**src/verilog/tes_pkg.sv**
```systemverilog
// Package with the register map, field layout and reset values of the trace enable start/stop bank.
package tes_pkg;

    ////////////////////////////////////////////////////////////////////////////////////////////////
    // Bus geometry and register byte offsets.
    localparam int          ADDR_W            = 8;
    localparam int          DATA_W            = 32;
    localparam logic [7:0]  OFF_SYS_CAP       = 8'h00;
    localparam logic [7:0]  OFF_SS_SELECT     = 8'h04;
    localparam logic [7:0]  OFF_TE_CTRL_ONE   = 8'h08;
    localparam logic [7:0]  OFF_TE_STATUS     = 8'h0C;

    ////////////////////////////////////////////////////////////////////////////////////////////////
    // Field positions.
    localparam int          CAP_PROC_LSB      = 12;
    localparam int          CAP_PROC_MSB      = 14;
    localparam int          CAP_STALL_BIT     = 8;
    localparam int          SS_START_LSB      = 0;
    localparam int          SS_START_MSB      = 7;
    localparam int          SS_STOP_LSB       = 16;
    localparam int          SS_STOP_MSB       = 23;
    localparam int          C1_RANGE_LSB      = 0;
    localparam int          C1_RANGE_MSB      = 3;
    localparam int          C1_EXCLUDE_BIT    = 24;
    localparam int          C1_SS_EN_BIT      = 25;
    localparam int          ST_ACTIVE_BIT     = 0;
    localparam int          ST_GATE_BIT       = 1;

    ////////////////////////////////////////////////////////////////////////////////////////////////
    // Writable masks and reset values.
    localparam logic [31:0] SS_SELECT_MASK    = 32'h00FF00FF;
    localparam logic [31:0] SS_SELECT_RESET   = 32'h00000000;
    localparam logic [31:0] TE_CTRL_ONE_MASK  = 32'h0300000F;
    localparam logic [31:0] TE_CTRL_ONE_RESET = 32'h00000000;
    localparam logic [31:0] RD_ZERO           = 32'h00000000;
    localparam logic        STALL_SUPPORTED   = 1'h0;

endpackage : tes_pkg

```
**src/verilog/tes_field_reg.sv**
```systemverilog
// Masked software-writable register used for the select and control words.
`timescale 1ns/1ps
module tes_field_reg #(
    parameter int          WIDTH = 32,
    parameter logic [31:0] MASK  = 32'hFFFFFFFF,
    parameter logic [31:0] RESET = 32'h00000000
) (
    input  wire logic             i_clk_sys,  // System clock.
    input  wire logic             i_resetn,   // Asynchronous reset, active low.
    input  wire logic             i_ce,       // Clock enable, freezes the word while low.
    input  wire logic             i_we,       // Write strobe for this word.
    input  wire logic [WIDTH-1:0] i_wdata,    // Write data.
    output logic      [WIDTH-1:0] o_q         // Stored word, reserved bits zero.
);

    localparam logic [WIDTH-1:0] MASK_W  = MASK[WIDTH-1:0];
    localparam logic [WIDTH-1:0] RESET_W = RESET[WIDTH-1:0] & MASK[WIDTH-1:0];

    // Only the implemented bits take a write; reserved bits stay zero.
    always_ff @(posedge i_clk_sys or negedge i_resetn) begin
        if (!i_resetn) begin
            o_q <= RESET_W;
        end else if (i_ce && i_we) begin
            o_q <= i_wdata & MASK_W;
        end
    end

endmodule : tes_field_reg

```
**src/verilog/tes_top.sv**
```systemverilog
// Trace enable start/stop register bank with the trace gate qualifier logic.
`timescale 1ns/1ps
module tes_top
    import tes_pkg::*;
#(
    parameter int NUM_SINGLE = 8,
    parameter int NUM_RANGE  = 4
) (
    input  wire logic                  i_clk_sys,           // System clock, 20 MHz.
    input  wire logic                  i_resetn,            // Asynchronous reset, active low.
    input  wire logic                  i_ce,                // Clock enable, freezes all state while low.
    input  wire logic [ADDR_W-1:0]     i_addr,              // Register byte address.
    input  wire logic [DATA_W-1:0]     i_wdata,             // Write data.
    input  wire logic                  i_wr_en,             // Write strobe, one cycle.
    input  wire logic                  i_rd_en,             // Read strobe, one cycle.
    output logic      [DATA_W-1:0]     o_rdata,             // Read data, the cycle after the strobe.
    input  wire logic [2:0]            i_cfg_proc_count_m1, // Tied-off processor count minus one.
    input  wire logic [NUM_SINGLE-1:0] i_single_match,      // Single address comparator matches.
    input  wire logic [NUM_RANGE-1:0]  i_range_match,       // Address range comparator matches.
    output logic                       o_trace_active,      // Start/stop trace-active state.
    output logic                       o_trace_gate         // Qualified trace gate.
);

    ////////////////////////////////////////////////////////////////////////////////////////////////
    // Helpers.

    // True when any selected comparator matches.
    function automatic logic sel_hit(input logic [7:0] match, input logic [7:0] sel);
        sel_hit = |(match & sel);
    endfunction : sel_hit

    ////////////////////////////////////////////////////////////////////////////////////////////////
    // Address decode.

    // One-hot decode of the register offsets.
    wire logic hit_cap    = (i_addr == OFF_SYS_CAP);
    wire logic hit_select = (i_addr == OFF_SS_SELECT);
    wire logic hit_ctrl   = (i_addr == OFF_TE_CTRL_ONE);
    wire logic hit_status = (i_addr == OFF_TE_STATUS);
    wire logic we_select  = i_wr_en && hit_select;
    wire logic we_ctrl    = i_wr_en && hit_ctrl;

    ////////////////////////////////////////////////////////////////////////////////////////////////
    // Software registers.

    logic [DATA_W-1:0] start_stop_comparator_select;
    logic [DATA_W-1:0] trace_enable_control_one;

    // Start and stop comparator selection word.
    tes_field_reg #(
        .WIDTH (DATA_W),
        .MASK  (SS_SELECT_MASK),
        .RESET (SS_SELECT_RESET)
    ) u_select (
        .i_clk_sys (i_clk_sys),
        .i_resetn  (i_resetn),
        .i_ce      (i_ce),
        .i_we      (we_select),
        .i_wdata   (i_wdata),
        .o_q       (start_stop_comparator_select)
    );

    // Enable, mode and range selection word.
    tes_field_reg #(
        .WIDTH (DATA_W),
        .MASK  (TE_CTRL_ONE_MASK),
        .RESET (TE_CTRL_ONE_RESET)
    ) u_ctrl_one (
        .i_clk_sys (i_clk_sys),
        .i_resetn  (i_resetn),
        .i_ce      (i_ce),
        .i_we      (we_ctrl),
        .i_wdata   (i_wdata),
        .o_q       (trace_enable_control_one)
    );

    ////////////////////////////////////////////////////////////////////////////////////////////////
    // Field extraction.

    // Comparator selections and control bits pulled out of the words.
    wire logic [7:0] start_sel   = start_stop_comparator_select[SS_START_MSB:SS_START_LSB];
    wire logic [7:0] stop_sel    = start_stop_comparator_select[SS_STOP_MSB:SS_STOP_LSB];
    wire logic [3:0] range_sel   = trace_enable_control_one[C1_RANGE_MSB:C1_RANGE_LSB];
    wire logic       exclude     = trace_enable_control_one[C1_EXCLUDE_BIT];
    wire logic       ss_enable   = trace_enable_control_one[C1_SS_EN_BIT];

    // Comparator inputs widened to the common selector width.
    wire logic [7:0] single_m8   = 8'(i_single_match);
    wire logic [7:0] range_m8    = 8'(i_range_match);
    wire logic [7:0] range_sel8  = {4'h0, range_sel};

    ////////////////////////////////////////////////////////////////////////////////////////////////
    // Trace qualifier.

    // A stop in the same cycle as a start wins, so the region closes.
    wire logic start_hit   = sel_hit(single_m8, start_sel);
    wire logic stop_hit    = sel_hit(single_m8, stop_sel);
    wire logic next_active = stop_hit ? 1'b0 : (start_hit | o_trace_active);

    // Include mode traces only inside selected ranges; exclude mode traces outside them.
    wire logic range_hit   = sel_hit(range_m8, range_sel8);
    wire logic range_ok    = exclude ? !range_hit : range_hit;
    wire logic ss_ok       = !ss_enable || next_active;
    wire logic next_gate   = ss_ok && range_ok;

    // The active state tracks matches regardless of the enable bit.
    always_ff @(posedge i_clk_sys or negedge i_resetn) begin
        if (!i_resetn) begin
            o_trace_active <= 1'b0;
            o_trace_gate   <= 1'b0;
        end else if (i_ce) begin
            o_trace_active <= next_active;
            o_trace_gate   <= next_gate;
        end
    end

    ////////////////////////////////////////////////////////////////////////////////////////////////
    // Read path.

    // Capability word built from tie-off inputs; the stall bit is fixed at zero.
    logic [DATA_W-1:0] cap_word;
    always_comb begin
        cap_word                             = RD_ZERO;
        cap_word[CAP_PROC_MSB:CAP_PROC_LSB]  = i_cfg_proc_count_m1;
        cap_word[CAP_STALL_BIT]              = STALL_SUPPORTED;
    end

    // Status word showing the qualifier's own state.
    logic [DATA_W-1:0] status_word;
    always_comb begin
        status_word                = RD_ZERO;
        status_word[ST_ACTIVE_BIT] = o_trace_active;
        status_word[ST_GATE_BIT]   = o_trace_gate;
    end

    // Read selection; unmapped offsets read as zero.
    wire logic [DATA_W-1:0] next_rdata =
        hit_cap    ? cap_word                     :
        hit_select ? start_stop_comparator_select :
        hit_ctrl   ? trace_enable_control_one     :
        hit_status ? status_word                  : RD_ZERO;

    // Read data stand only in the cycle after the strobe.
    always_ff @(posedge i_clk_sys or negedge i_resetn) begin
        if (!i_resetn) begin
            o_rdata <= RD_ZERO;
        end else if (i_ce) begin
            o_rdata <= i_rd_en ? next_rdata : RD_ZERO;
        end
    end
endmodule : tes_top

```
**config.mk**
```make
export PLATFORM = sky130hd
export DESIGN_NAME = tes_top
export DESIGN_NICKNAME = d
export VERILOG_FILES = /design/src/verilog/tes_pkg.sv /design/src/verilog/tes_field_reg.sv /design/src/verilog/tes_top.sv
export SDC_FILE = /design/constraint.sdc
export NUM_CORES = 1
export LEC_CHECK = 0
export BUFFER_PORTS_ARGS = -buffer_cell sky130_fd_sc_hd__buf_2
export CELL_PAD_IN_SITES_DETAIL_PLACEMENT = 0
export CELL_PAD_IN_SITES_GLOBAL_PLACEMENT = 1
export CORE_MARGIN = 10
export CORE_UTILIZATION = 38
export CTS_CLUSTER_DIAMETER = 30
export CTS_CLUSTER_SIZE = 14
export DETAILED_ROUTE_END_ITERATION = 10
export PLACE_DENSITY = 0.9
export SYNTH_ARGS = -nofsm -noshare
export SYNTH_HDL_FRONTEND = slang
export SYNTH_SLANG_ARGS = --single-unit
```
**constraint.sdc**
```tcl
create_clock -name i_clk_sys -period 3 [get_ports i_clk_sys]
set_input_delay 0.3 -clock i_clk_sys [delete_from_list [all_inputs] [get_ports i_clk_sys]]
set_output_delay 0.3 -clock i_clk_sys [all_outputs]
set_load 0.03 [all_outputs]
```
After elaboration in Yosys (flattened, before gate mapping)
Cells that the tools add are included.
{"block": "classes", "eq_ne": 3, "mux": 7, "bitwise": 4, "reduce_logical": 12}
{"cell": "$mux W26", "n": 4}
{"cell": "$reduce_or A8 Y1", "n": 3}
{"cell": "$and A8 B8 Y8", "n": 2}
{"cell": "$eq A8 B4 Y1 const B", "n": 2}
{"cell": "$eq A8 B3 Y1 const B", "n": 1}
{"cell": "$logic_not A8 Y1", "n": 1}
{"cell": "$logic_and A1 B1 Y1", "n": 5}
{"cell": "$and A4 B4 Y4", "n": 1}
{"cell": "$logic_not A1 Y1", "n": 2}
{"cell": "$mux W1", "n": 2}
{"cell": "$mux W2", "n": 1}
{"cell": "$logic_or A1 B1 Y1", "n": 1}
{"cell": "$or A1 B1 Y1", "n": 1}
{"block": "totals", "register_bits": 56, "in_bits": 60, "out_inout_bits": 34, "wordCells": 31}

Logic depth before layout (Yosys ltp)
Gate-level depths: netlist (run 1).
{"block": "depth", "ltp_word": 6, "mapped_depth": 5}

Cells and area by module
From an unflattened synthesis (run 1), not the netlist that was laid out.
{"block": "hier_totals", "hier_cells": 256, "area_unflattened_um2": 3118.0}
{"module": "tes_top", "n_inst": 1, "cells_each": 165, "area_per_inst_um2": 1908.1}
{"module": "tes_field_reg (u_select)", "n_inst": 1, "cells_each": 51, "area_per_inst_um2": 759.5}
{"module": "tes_field_reg (u_ctrl_one)", "n_inst": 1, "cells_each": 40, "area_per_inst_um2": 450.4}

Least setup slack after synthesis (run 1)
OpenSTA, ideal clock, no wires.
{"block": "synth_path", "kind": "input-to-reg", "start": "input port i_addr[5]", "end": "register u_select.o_q[16]", "t_arrival_ps": 1414, "slack_ps": 1461, "path_stages": 5, "cell_sequence": "nor4_4 and2_4 nand4_4 buf_6 mux2_4"}
{"block": "synth_between", "elab_chain_cells": 3}
{"item": "from (decl)", "line_no": "tes_top.sv:12", "source": "input wire logic [ADDR_W-1:0] i_addr,"}
{"item": "$eq A8 B3 Y1", "line_no": "tes_top.sv:37", "source": "wire logic hit_select = (i_addr == OFF_SS_SELECT);"}
{"item": "$logic_and A1 B1 Y1", "line_no": "tes_top.sv:40", "source": "wire logic we_select = i_wr_en && hit_select;"}
{"item": "$logic_and A1 B1 Y1", "line_no": "tes_field_reg.sv:23", "source": "end else if (i_ce && i_we) begin"}
{"item": "to (signal assigned)", "line_no": "tes_field_reg.sv:24", "source": "o_q <= i_wdata & MASK_W;"}
{"item": "to (decl)", "line_no": "tes_field_reg.sv:13", "source": "output logic [WIDTH-1:0] o_q"}
No other way between the ends.
A chain may end at the register's enable or synchronous reset.

Final worst setup path (run 1)
{"block": "layout_path", "start": "input port i_addr[5]", "end": "register u_select.o_q[6]"}
Same word-level chain as after synthesis.

==> flow_metrics.py, run 1 <==
metrics = {
    "sta": {
        "hold_viol_final": 0,
        "rsz0062_at_grt": "no",
        "fin_setup_tns_ps": 0,
        "setup_viol": 0,
        "worst_slew_pin_slew_ps": 954,
        "slew_violations": 0,
        "clock_skew_ps": 4.41,
        "period_share_pct": 51.0,
        "fmax_mhz": 654,
        "slew_headroom_pct": 36.4,
        "fin_crit_ps": 1530,
    },
    "worst_setup_path": {
        "worstPathArrival_ps": 1720,
        "crit-reg2reg-launch": "u_select.o_q[2]",
        "reg2reg_slack_ps": 1600,
        "cp_max_fo": 16,
        "cp-end-kind": "flip-flop",
        "required_ps": 3190,
        "critPathKind": "input port to flip-flop",
        "start_kind": "input port",
        "r2r_end": "o_trace_active",
        "reg2reg_depth": 4,
    },
    "yosys": {
        "synth_edf_count": 0,
        "netlist_area_um2": 2020,
        "syn-mean-instance-area_um2": 13.7,
        "yosys_warnings": 0,
        "synth-async-reset-ratio_pct": 100,
        "ys_dominant_reg_cell": "dfrtp_1",
        "yosysMostFrequentCell": "dfrtp_1",
        "ys_top_cells_by_area": "dfrtp_1 56%, mux2_4 7.4%, mux2_2 7.3%, a22o_1 6.5%, buf_4 4.1%",
        "synth_cell_types": 31,
        "synth_common_cells": "45 x dfrtp_1, 15 x a22o_1, 13 x mux2_2",
        "yosysTopAreaCellShare_pct": 55.8,
        "synth_top_area_cell": "dfrtp_1",
        "synthCells": 147,
        "ys_seq_area_share_pct": 55.8,
        "ys_seq_elements": 45,
    },
    "route": {
        "drt_first_pass_iters": 4,
        "drc": 0,
        "avgViaCountPerCell": 5.02,
        "drt_iter0_drc": 73,
        "avgRoutedWirePerCell_um": 17.6,
        "detail-route-antenna-nets": 0,
        "vias": 1440,
        "drt-total-wl_mm": 5.04,
    },
    "clock_network": {
        "cts_buffers": 5,
        "cts_setup_buffers": 0,
        "cts_buffer_depth": 2,
        "cts_tree": "done",
        "cts_htree_levels": 2,
        "cts_sinks": 45,
        "clk_pin_slew_ps": 80,
        "clock_latency_ps": 300,
        "cts-root-buf": "clkbuf_8",
        "ctsResizeCount": 0,
        "ctsHoldBuffers": 0,
    },
    "die": {
        "coreArea_um2": 5140,
        "die_y_um": 92.9,
        "die-width_um": 92.9,
        "initial_core_util_pct": 39.2,
        "die_area_um2": 8620,
        "io-pin-count": 94,
        "num_rows": 26,
    },
    "run_status": {
        "status": "completed",
    },
    "global_routing": {
        "antenna_found_initial": 0,
        "grt_pass1_wl_mm": 8.06,
        "grt.overflow.total": 0,
        "grt_pass1_vias": 1577,
        "grt_start_max_net_pins": 46,
        "track_usage_pct": 11.8,
    },
    "pwr": {
        "vdd_drop_max_v": 0.000176,
        "p_leak_nw": 1.33,
        "pwr_density_cell_nw_per_um2": 502,
        "total_power_mw": 1.25,
    },
    "placement": {
        "port-buffer-count": 68,
        "detailed_place_hpwl_mm": 4.02,
        "gp_routability_congestion": 0.773,
        "post_dp_cell_area_um2": 2370,
    },
    "finish": {
        "syn2layout_area_growth_pct": 23.5,
        "final_nets": 276,
        "antenna_cells": 0,
        "fin_area_um2": 2490,
        "utilization_pct": 48.5,
        "drive_above_1_share_pct": 47.5,
    },
    "run": {
        "maxCapViolCount": 0,
    },
    "worst_hold_path": {
        "hp-class": "input port to asynchronous set/reset pin",
    },
}
[state kept, by name, indices dropped and copies added (netlist names)]
name and cells:
o_trace_gate 1, u_ctrl_one.o_q 6, u_select.o_q 16, o_rdata 21
o_trace_active 1
[placed cells by master (no fill, tap or decap), drive strengths merged, types with 3 or more instances in the layout]
| cell | n |
|---|---|
| dfrtp | 45 |
| a22oi | 10 |
| o2bb2ai | 6 |
| nand2 | 5 |
| mux2 | 23 |
| conb | 11 |
| nand4 | 3 |
| clkbuf | 6 |
| buf | 68 |
| a22o | 15 |
[cell type report]
type                    count  area [µm²]
multi-input cells          94         810
fillers                   497        2650
clock buffers               6        82.6
well taps                  70        87.6
repair buffers             68         340
inverters                   2        7.51
flip-flops and latches     45        1130
clock inverters             2        37.5
[how the worst max path moves through the flow]
stage               startpoint                to  slack, ps  cells past startpoint
finish               i_addr[5]   u_select.o_q[6]       1470                      5
floorplan            i_addr[5]  u_select.o_q[16]       1460                      5
global route         i_addr[5]  u_select.o_q[16]       1370                      5
CTS                  i_addr[5]   u_select.o_q[6]       1440                      5
global placement     i_addr[5]  u_select.o_q[17]       1150                      5
detailed placement   i_addr[5]   u_select.o_q[6]       1130                      5
[critical path, stage by stage]
cell,delay [ps]
buf_2,110
nor4_4,310
and2_4,220
nand4_4,340
mux2_4,420
[logic make-up (layout without fill, tap and decap cells)]
kind of cell / after synthesis / count (layout) / synth area share [%]
mux: 23 / 23 / 14.7
simple gates: 19 / 19 / 6.76
flops: 45 / 45 / 55.8
other cells: 1 / 11 / 0.186
compound gates: 41 / 41 / 16.6
buf+inv: 18 / 78 / 5.89
[where the power goes]
group | internal [mW] | switching [mW]
logic | 0.0540 | 0.0908
clock network | 0.271 | 0.199
registers | 0.622 | 0.0147
[stage by stage]
step	worst slack (ps)	hold WS, ps	instances
2_1_floorplan	1460	4.41	157
4_1_cts	1440	185	287
6_report	1470	144	287
3_5_place_dp	1130	472	279
5_1_grt	1370	218	287
3_3_place_gp	1150	467	279
[metal layers]
metal  vias to the layer above  global-route usage (%)  part of all wire, %
li1                        678                       -                    -
met1                       713                    12.7                   38
met2                        42                    19.8                   52
met3                         7                    5.08                  8.4
met4                         0                    4.76                  1.8
met5                         -                       0                    0
No activity file was read; power rests on OpenSTA's default activity.
==> run 2: changes to the inputs <==
--- a/config.mk
+++ b/config.mk
@@ -9,11 +9,11 @@
 export CELL_PAD_IN_SITES_DETAIL_PLACEMENT = 0
 export CELL_PAD_IN_SITES_GLOBAL_PLACEMENT = 1
 export CORE_MARGIN = 10
-export CORE_UTILIZATION = 38
+export CORE_UTILIZATION = 32
 export CTS_CLUSTER_DIAMETER = 30
 export CTS_CLUSTER_SIZE = 14
 export DETAILED_ROUTE_END_ITERATION = 10
-export PLACE_DENSITY = 0.9
+export PLACE_DENSITY = 0.81
 export SYNTH_ARGS = -nofsm -noshare
 export SYNTH_HDL_FRONTEND = slang
 export SYNTH_SLANG_ARGS = --single-unit
==> constraint.sdc (replaced) <==
create_clock -name i_clk_sys -period 1.35 [get_ports i_clk_sys]
set_input_delay 0.135 -clock i_clk_sys [delete_from_list [all_inputs] [get_ports i_clk_sys]]
set_output_delay 0.135 -clock i_clk_sys [all_outputs]
set_load 0.03 [all_outputs]
==> run 2 against run 1 <==
Compared with the run above:
- the run now ends with negative setup slack left
- critical path type is now flip-flop to flip-flop
- via count grew 4.1%
- first-iteration DRC count shrank 18%
- final cell count grew 8.7%
- non-clock buffer count increased by 20
==> flow_metrics.py, run 2 (synthesized netlist as in run 1, its figures left out) <==
metrics = {
    "finish": {
        "drive_above_1_share_pct": 51.5,
        "register_area_um2": 1130,
        "mostFrequentLayoutCell": "buf_2",
        "final_cell_count_no_fill": 312,
        "fill_cells": 579,
        "syn2layout_area_growth_pct": 32.1,
        "reg.largest.list": "o_rdata x21, u_select.o_q x16, u_ctrl_one.o_q x6",
        "largest_reg_flops": 21,
        "multi_input_area_um2": 818,
        "antenna_cells": 0,
        "final_cell_mix": "68 x buf_2, 45 x dfrtp_1, 16 x buf_4, 15 x a22o_1, 12 x mux2_2",
        "final_nets": 296,
        "regMostFlops": "o_rdata",
    },
    "sta": {
        "clock_skew_ps": 5.87,
        "fin_hold_ws_ps": 64.7,
        "slew_violations": 0,
        "setup_viol": 2,
        "rsz0062_at_grt": "yes",
        "fmax_mhz": 712,
        "fin_crit_ps": 1400,
        "fin_setup_tns_ps": -89.7,
        "final.setup.worst_slack_ps": -54.6,
        "hold_viol_final": 0,
        "period_share_pct": 104,
        "slew_headroom_pct": 51.9,
        "worst_slew_pin_slew_ps": 720,
    },
    "worst_setup_path": {
        "crit_path_start": "u_select.o_q[2]",
        "critPathKind": "flip-flop to flip-flop",
        "reg2reg_slack_ps": -50,
        "r2r_end": "o_trace_active",
        "cp_max_fo": 2,
        "required_ps": 1530,
        "critPathCapture": "o_trace_active",
        "start_kind": "flip-flop",
        "reg2reg_depth": 4,
        "worstPathArrival_ps": 1580,
        "crit-reg2reg-launch": "u_select.o_q[2]",
        "cp-end-kind": "flip-flop",
    },
    "die": {
        "initial_core_util_pct": 33.5,
        "coreArea_um2": 6030,
        "die_y_um": 99.4,
        "io-pin-count": 94,
        "die-width_um": 99.4,
        "die_area_um2": 9880,
        "num_rows": 28,
    },
    "route": {
        "avgViaCountPerCell": 4.80,
        "avgRoutedWirePerCell_um": 17.1,
        "detail-route-antenna-nets": 0,
        "vias": 1499,
        "drt-total-wl_mm": 5.35,
        "drt_iter0_drc": 60,
        "drt_first_pass_iters": 4,
        "drc": 0,
    },
    "clock_network": {
        "cts_tree": "done",
        "clk_pin_slew_ps": 80,
        "cts_htree_levels": 2,
        "cts-root-buf": "clkbuf_8",
        "cts_buffers": 5,
        "cts_sinks": 45,
        "clock_latency_ps": 290,
        "cts_buffer_depth": 2,
    },
    "run_status": {
        "status": "finished with violations",
        "violations": "negative setup slack",
    },
    "global_routing": {
        "track_usage_pct": 10.9,
        "grt.overflow.total": 0,
        "grt_pass1_wl_mm": 8.69,
        "grt_pass1_vias": 1693,
        "antenna_found_initial": 0,
        "grt_start_max_net_pins": 46,
    },
    "pwr": {
        "pwr_density_cell_nw_per_um2": 974,
        "p_leak_nw": 1.43,
        "vdd_drop_max_v": 0.000446,
    },
    "placement": {
        "port-buffer-count": 68,
        "gp_routability_congestion": 0.771,
        "detailed_place_hpwl_mm": 4.23,
        "dp.cells": 303,
    },
    "run": {
        "maxCapViolCount": 0,
    },
    "worst_hold_path": {
        "hp-class": "input port to flip-flop",
    },
}
## run 2: area by class of cell
class / instances / area share (%)
sequential: 45 / 42.3
multi-input combinational: 94 / 30.7
timing repair buffer: 88 / 19.9
tap: 75 / 3.52
clock buffer: 6 / 2.72
clock inverter: 2 / 0.564
inverter: 2 / 0.282
## run 2: power by group
part / switching (mW) / total, mW / leakage (nW) / internal (mW)
clock: 0.440 / 0.805 / 0.0374 / 0.365
sequential: 0.0363 / 1.42 / 0.623 / 1.38
combinational: 0.214 / 0.371 / 0.773 / 0.157
## run 2: per-stage QoR
stage	instance area, µm²	util (%)	total power, mW	setup slack, ps
CTS	2660	44.1	2.62	-52.8
global route	2660	44.2	2.73	-107
global placement	2560	42.4	1.79	-106
finish	2660	44.2	2.59	-54.6
floorplan	2060	-	1.64	-0.351
detailed placement	2560	42.4	1.80	-118
## run 2: what timing repair did
action                                 CTS  global route
gates resized for setup                  0             2
pin swaps                                0             1
gates cloned                             0             0
setup endpoints to repair                2             2
setup buffers                            0             0
hold buffers                             1             0
endpoints found under the hold margin   45             0
## run 2: layer usage
| metal | vias up | track usage [%] | wire (µm) |
|---|---|---|---|
| met5 | - | 0 | 0 |
| met4 | 0 | 2.76 | 48 |
| met3 | 6 | 5.33 | 468 |
| met2 | 51 | 18.2 | 2670 |
| met1 | 717 | 12.2 | 2160 |
| li1 | 725 | - | - |
## run 2: worst max-delay path: stages, from the launching register on
cell and delay (ps):
dfrtp_1 400, a222oi_1 320, and3_1 220, a211oi_2 90, mux2_4 260
## run 2: worst min path at each step
| stage | depth (start not counted) | from | endpoint | slack [ps] |
|---|---|---|---|---|
| 6_report | 2 | i_wdata[4] | u_select.o_q[4] | 60 |
| 3_5_place_dp | 2 | i_resetn | u_ctrl_one.o_q[2] | 140 |
| 5_1_grt | 2 | i_wdata[21] | u_select.o_q[21] | 50 |
| 3_3_place_gp | 2 | i_resetn | u_ctrl_one.o_q[25] | 130 |
| 2_1_floorplan | 0 | i_resetn | o_rdata[0] | -160 |
| 4_1_cts | 2 | i_wdata[4] | u_select.o_q[4] | 50 |
==> run 3: changes to the inputs <==
--- a/config.mk
+++ b/config.mk
@@ -8,11 +8,13 @@
 export BUFFER_PORTS_ARGS = -buffer_cell sky130_fd_sc_hd__buf_2
 export CELL_PAD_IN_SITES_DETAIL_PLACEMENT = 0
 export CELL_PAD_IN_SITES_GLOBAL_PLACEMENT = 1
+export CORE_ASPECT_RATIO = 1.25
 export CORE_MARGIN = 10
 export CORE_UTILIZATION = 32
 export CTS_CLUSTER_DIAMETER = 30
 export CTS_CLUSTER_SIZE = 14
 export DETAILED_ROUTE_END_ITERATION = 10
+export GPL_TIMING_DRIVEN = 0
 export PLACE_DENSITY = 0.81
 export SYNTH_ARGS = -nofsm -noshare
 export SYNTH_HDL_FRONTEND = slang
==> run 3 against run 2 <==
Compared with the run above:
- the run ends with negative hold slack, negative setup slack left
- non-clock buffer count shrank 2
- critical path depth is the same
- clock-buffer cell count is the same
- hold slack worse by 80 ps
- first-iteration DRC count is 73% higher
- core utilization is 1.4 points lower
- total power grew 8.6%
- clock skew is 3.0 ps higher
- die area up 0.20%
- sequential cell count stayed put
- clock power up 28%
==> flow_metrics.py, run 3 (synthesized netlist as in run 1, its figures left out) <==
metrics = {
    "run_status": {
        "status": "finished with violations",
        "violations": "negative hold slack, negative setup slack",
    },
    "worst_setup_path": {
        "cpLargestDelayFamily": "flip-flops",
        "cp.depth": 4,
        "crit_buf_inv": 0,
        "cp-end-kind": "flip-flop",
        "critPathKind": "flip-flop to flip-flop",
        "start_kind": "flip-flop",
        "max_stage_delay_ps": 400,
        "cp_slowest_cell": "dfrtp_1",
        "critPathCapture": "o_trace_active",
        "worstPathCellList": "a222oi_1, and3_1, a211oi_2, mux2_2",
        "worstPathArrival_ps": 1560,
        "reg2reg_depth": 4,
        "crit_path_start": "u_select.o_q[2]",
        "crit-reg2reg-launch": "u_select.o_q[2]",
        "r2r_end": "o_trace_active",
        "cp_max_fo": 2,
        "required_ps": 1550,
        "reg2reg_slack_ps": -20,
    },
    "die": {
        "num_rows": 32,
        "die_y_um": 109,
        "io-pin-count": 94,
        "die_area_um2": 9900,
        "initial_core_util_pct": 32.7,
        "coreArea_um2": 6170,
        "die-width_um": 91.0,
    },
    "finish": {
        "largest_reg_flops": 21,
        "final_nets": 294,
        "syn2layout_area_growth_pct": 30.8,
        "drive_above_1_share_pct": 50.6,
        "final_cell_mix": "69 x buf_2, 45 x dfrtp_1, 15 x a22o_1, 14 x buf_4, 13 x mux2_2",
        "final_cell_count_no_fill": 320,
        "reg.largest.list": "o_rdata x21, u_select.o_q x16, u_ctrl_one.o_q x6",
        "utilization_pct": 42.8,
        "mostFrequentLayoutCell": "buf_2",
        "antenna_cells": 0,
        "regMostFlops": "o_rdata",
    },
    "route": {
        "detail-route-antenna-nets": 0,
        "avgViaCountPerCell": 4.63,
        "drc": 0,
        "avgRoutedWirePerCell_um": 16.7,
        "drt-total-wl_mm": 5.36,
        "drt_iter0_drc": 104,
        "drt_first_pass_iters": 4,
        "vias": 1480,
    },
    "worst_hold_path": {
        "hp-class": "input port to asynchronous set/reset pin",
    },
    "placement": {
        "detailed_place_hpwl_mm": 4.26,
        "dp.cells": 309,
        "gp_routability_congestion": 0.798,
        "pre_cts_ws_ps": -273,
        "port-buffer-count": 67,
    },
    "sta": {
        "clock_skew_ps": 8.82,
        "hold_viol_final": 26,
        "rsz0062_at_grt": "yes",
        "fmax_mhz": 731,
        "period_share_pct": 101,
        "fin_crit_ps": 1370,
        "setup_viol": 1,
        "slew_violations": 0,
        "fin_hold_ws_ps": -15.2,
        "worst_slew_pin_slew_ps": 993,
        "slew_headroom_pct": 33.8,
        "final.setup.worst_slack_ps": -17.5,
    },
    "global_routing": {
        "grt_start_max_net_pins": 46,
        "grt_pass1_vias": 1632,
        "track_usage_pct": 11.2,
        "use_met3_pct": 5.57,
        "grt.overflow.total": 0,
        "grt_use_met2_pct": 17.1,
        "grt_pass1_wl_mm": 8.78,
        "grt_busiest_layer": "met2",
        "grt_use_met1_pct": 13.4,
        "antenna_found_initial": 0,
    },
    "pwr": {
        "vdd_drop_max_v": 0.000711,
        "pwr_density_cell_nw_per_um2": 1070,
        "p_leak_nw": 1.42,
        "total_power_mw": 2.82,
    },
    "clock_network": {
        "cts_tree": "done",
        "clk_pin_slew_ps": 90,
        "cts_htree_levels": 2,
        "clock_latency_ps": 300,
        "cts_sinks": 45,
        "cts_buffers": 5,
        "cts-root-buf": "clkbuf_8",
        "cts_buffer_depth": 2,
    },
    "run": {
        "maxCapViolCount": 0,
    },
}
[run 3: cell types whose count changed in the layout (fill, tap and decap cells not counted), sizes merged]
cell	delta
buf	-3
bufinv	+1
clkbuf	+2
clkinv	+1
clkinvlp	-2
dlygate4sd3	-1
[run 3: layer usage]
metal	share of wire [%]	vias to the layer above
met5	0	-
met4	1.2	0
met3	12	6
met2	46	59
met1	41	699
li1	-	716
[run 3: power by group]
group / leakage, nW / switching [mW] / internal, mW
Sequential: 0.623 / 0.0330 / 1.38
Clock: 0.0554 / 0.478 / 0.556
Combinational: 0.744 / 0.218 / 0.150
Total: 1.42 / 0.729 / 2.09
[run 3: layout make-up]
| cell class | instances | area (µm²) |
|---|---|---|
| repair buffers | 70 | 358 |
| fillers | 620 | 3530 |
| clock buffers | 6 | 72.6 |
| flip-flops and latches | 45 | 1130 |
| multi-input cells | 94 | 815 |
| inverters | 2 | 7.51 |
| well taps | 85 | 106 |
| clock inverters | 2 | 38.8 |
| plain buffers | 16 | 115 |
[run 3: how the worst min path moves through the flow]
stage                      startpoint           to  slack (ps)  cells past startpoint
4_1_cts                      i_resetn  o_rdata[12]          20                      1
3_3_place_gp                 i_resetn  o_rdata[13]         350                      1
3_5_place_dp                 i_resetn  o_rdata[12]         350                      1
5_1_grt        i_cfg_proc_count_m1[0]  o_rdata[12]          50                      2
2_1_floorplan                i_resetn   o_rdata[0]        -160                      0
6_report                     i_resetn  o_rdata[13]         -20                      1
[run 3: worst reg2reg max path, cell delays in order, from the launching register on]
cell	delay, ps
dfrtp_1	400
a222oi_1	290
and3_1	220
a211oi_2	90
mux2_2	270
[run 3: through the flow]
stage	area (µm²)	TNS, ps
floorplan	2060	-3.51
global placement	2500	-6400
detailed placement	2500	-7080
CTS	2630	-31.3
finish	2640	-17.5
global route	2640	-96.0
[run 3: what timing repair did]
action                                  CTS  global route
buffers inserted                          2             1
hold buffers                              0             0
cloned                                    0             0
gates resized for setup                   1             0
endpoints found under the setup margin    2             8
pin swaps                                 1             3
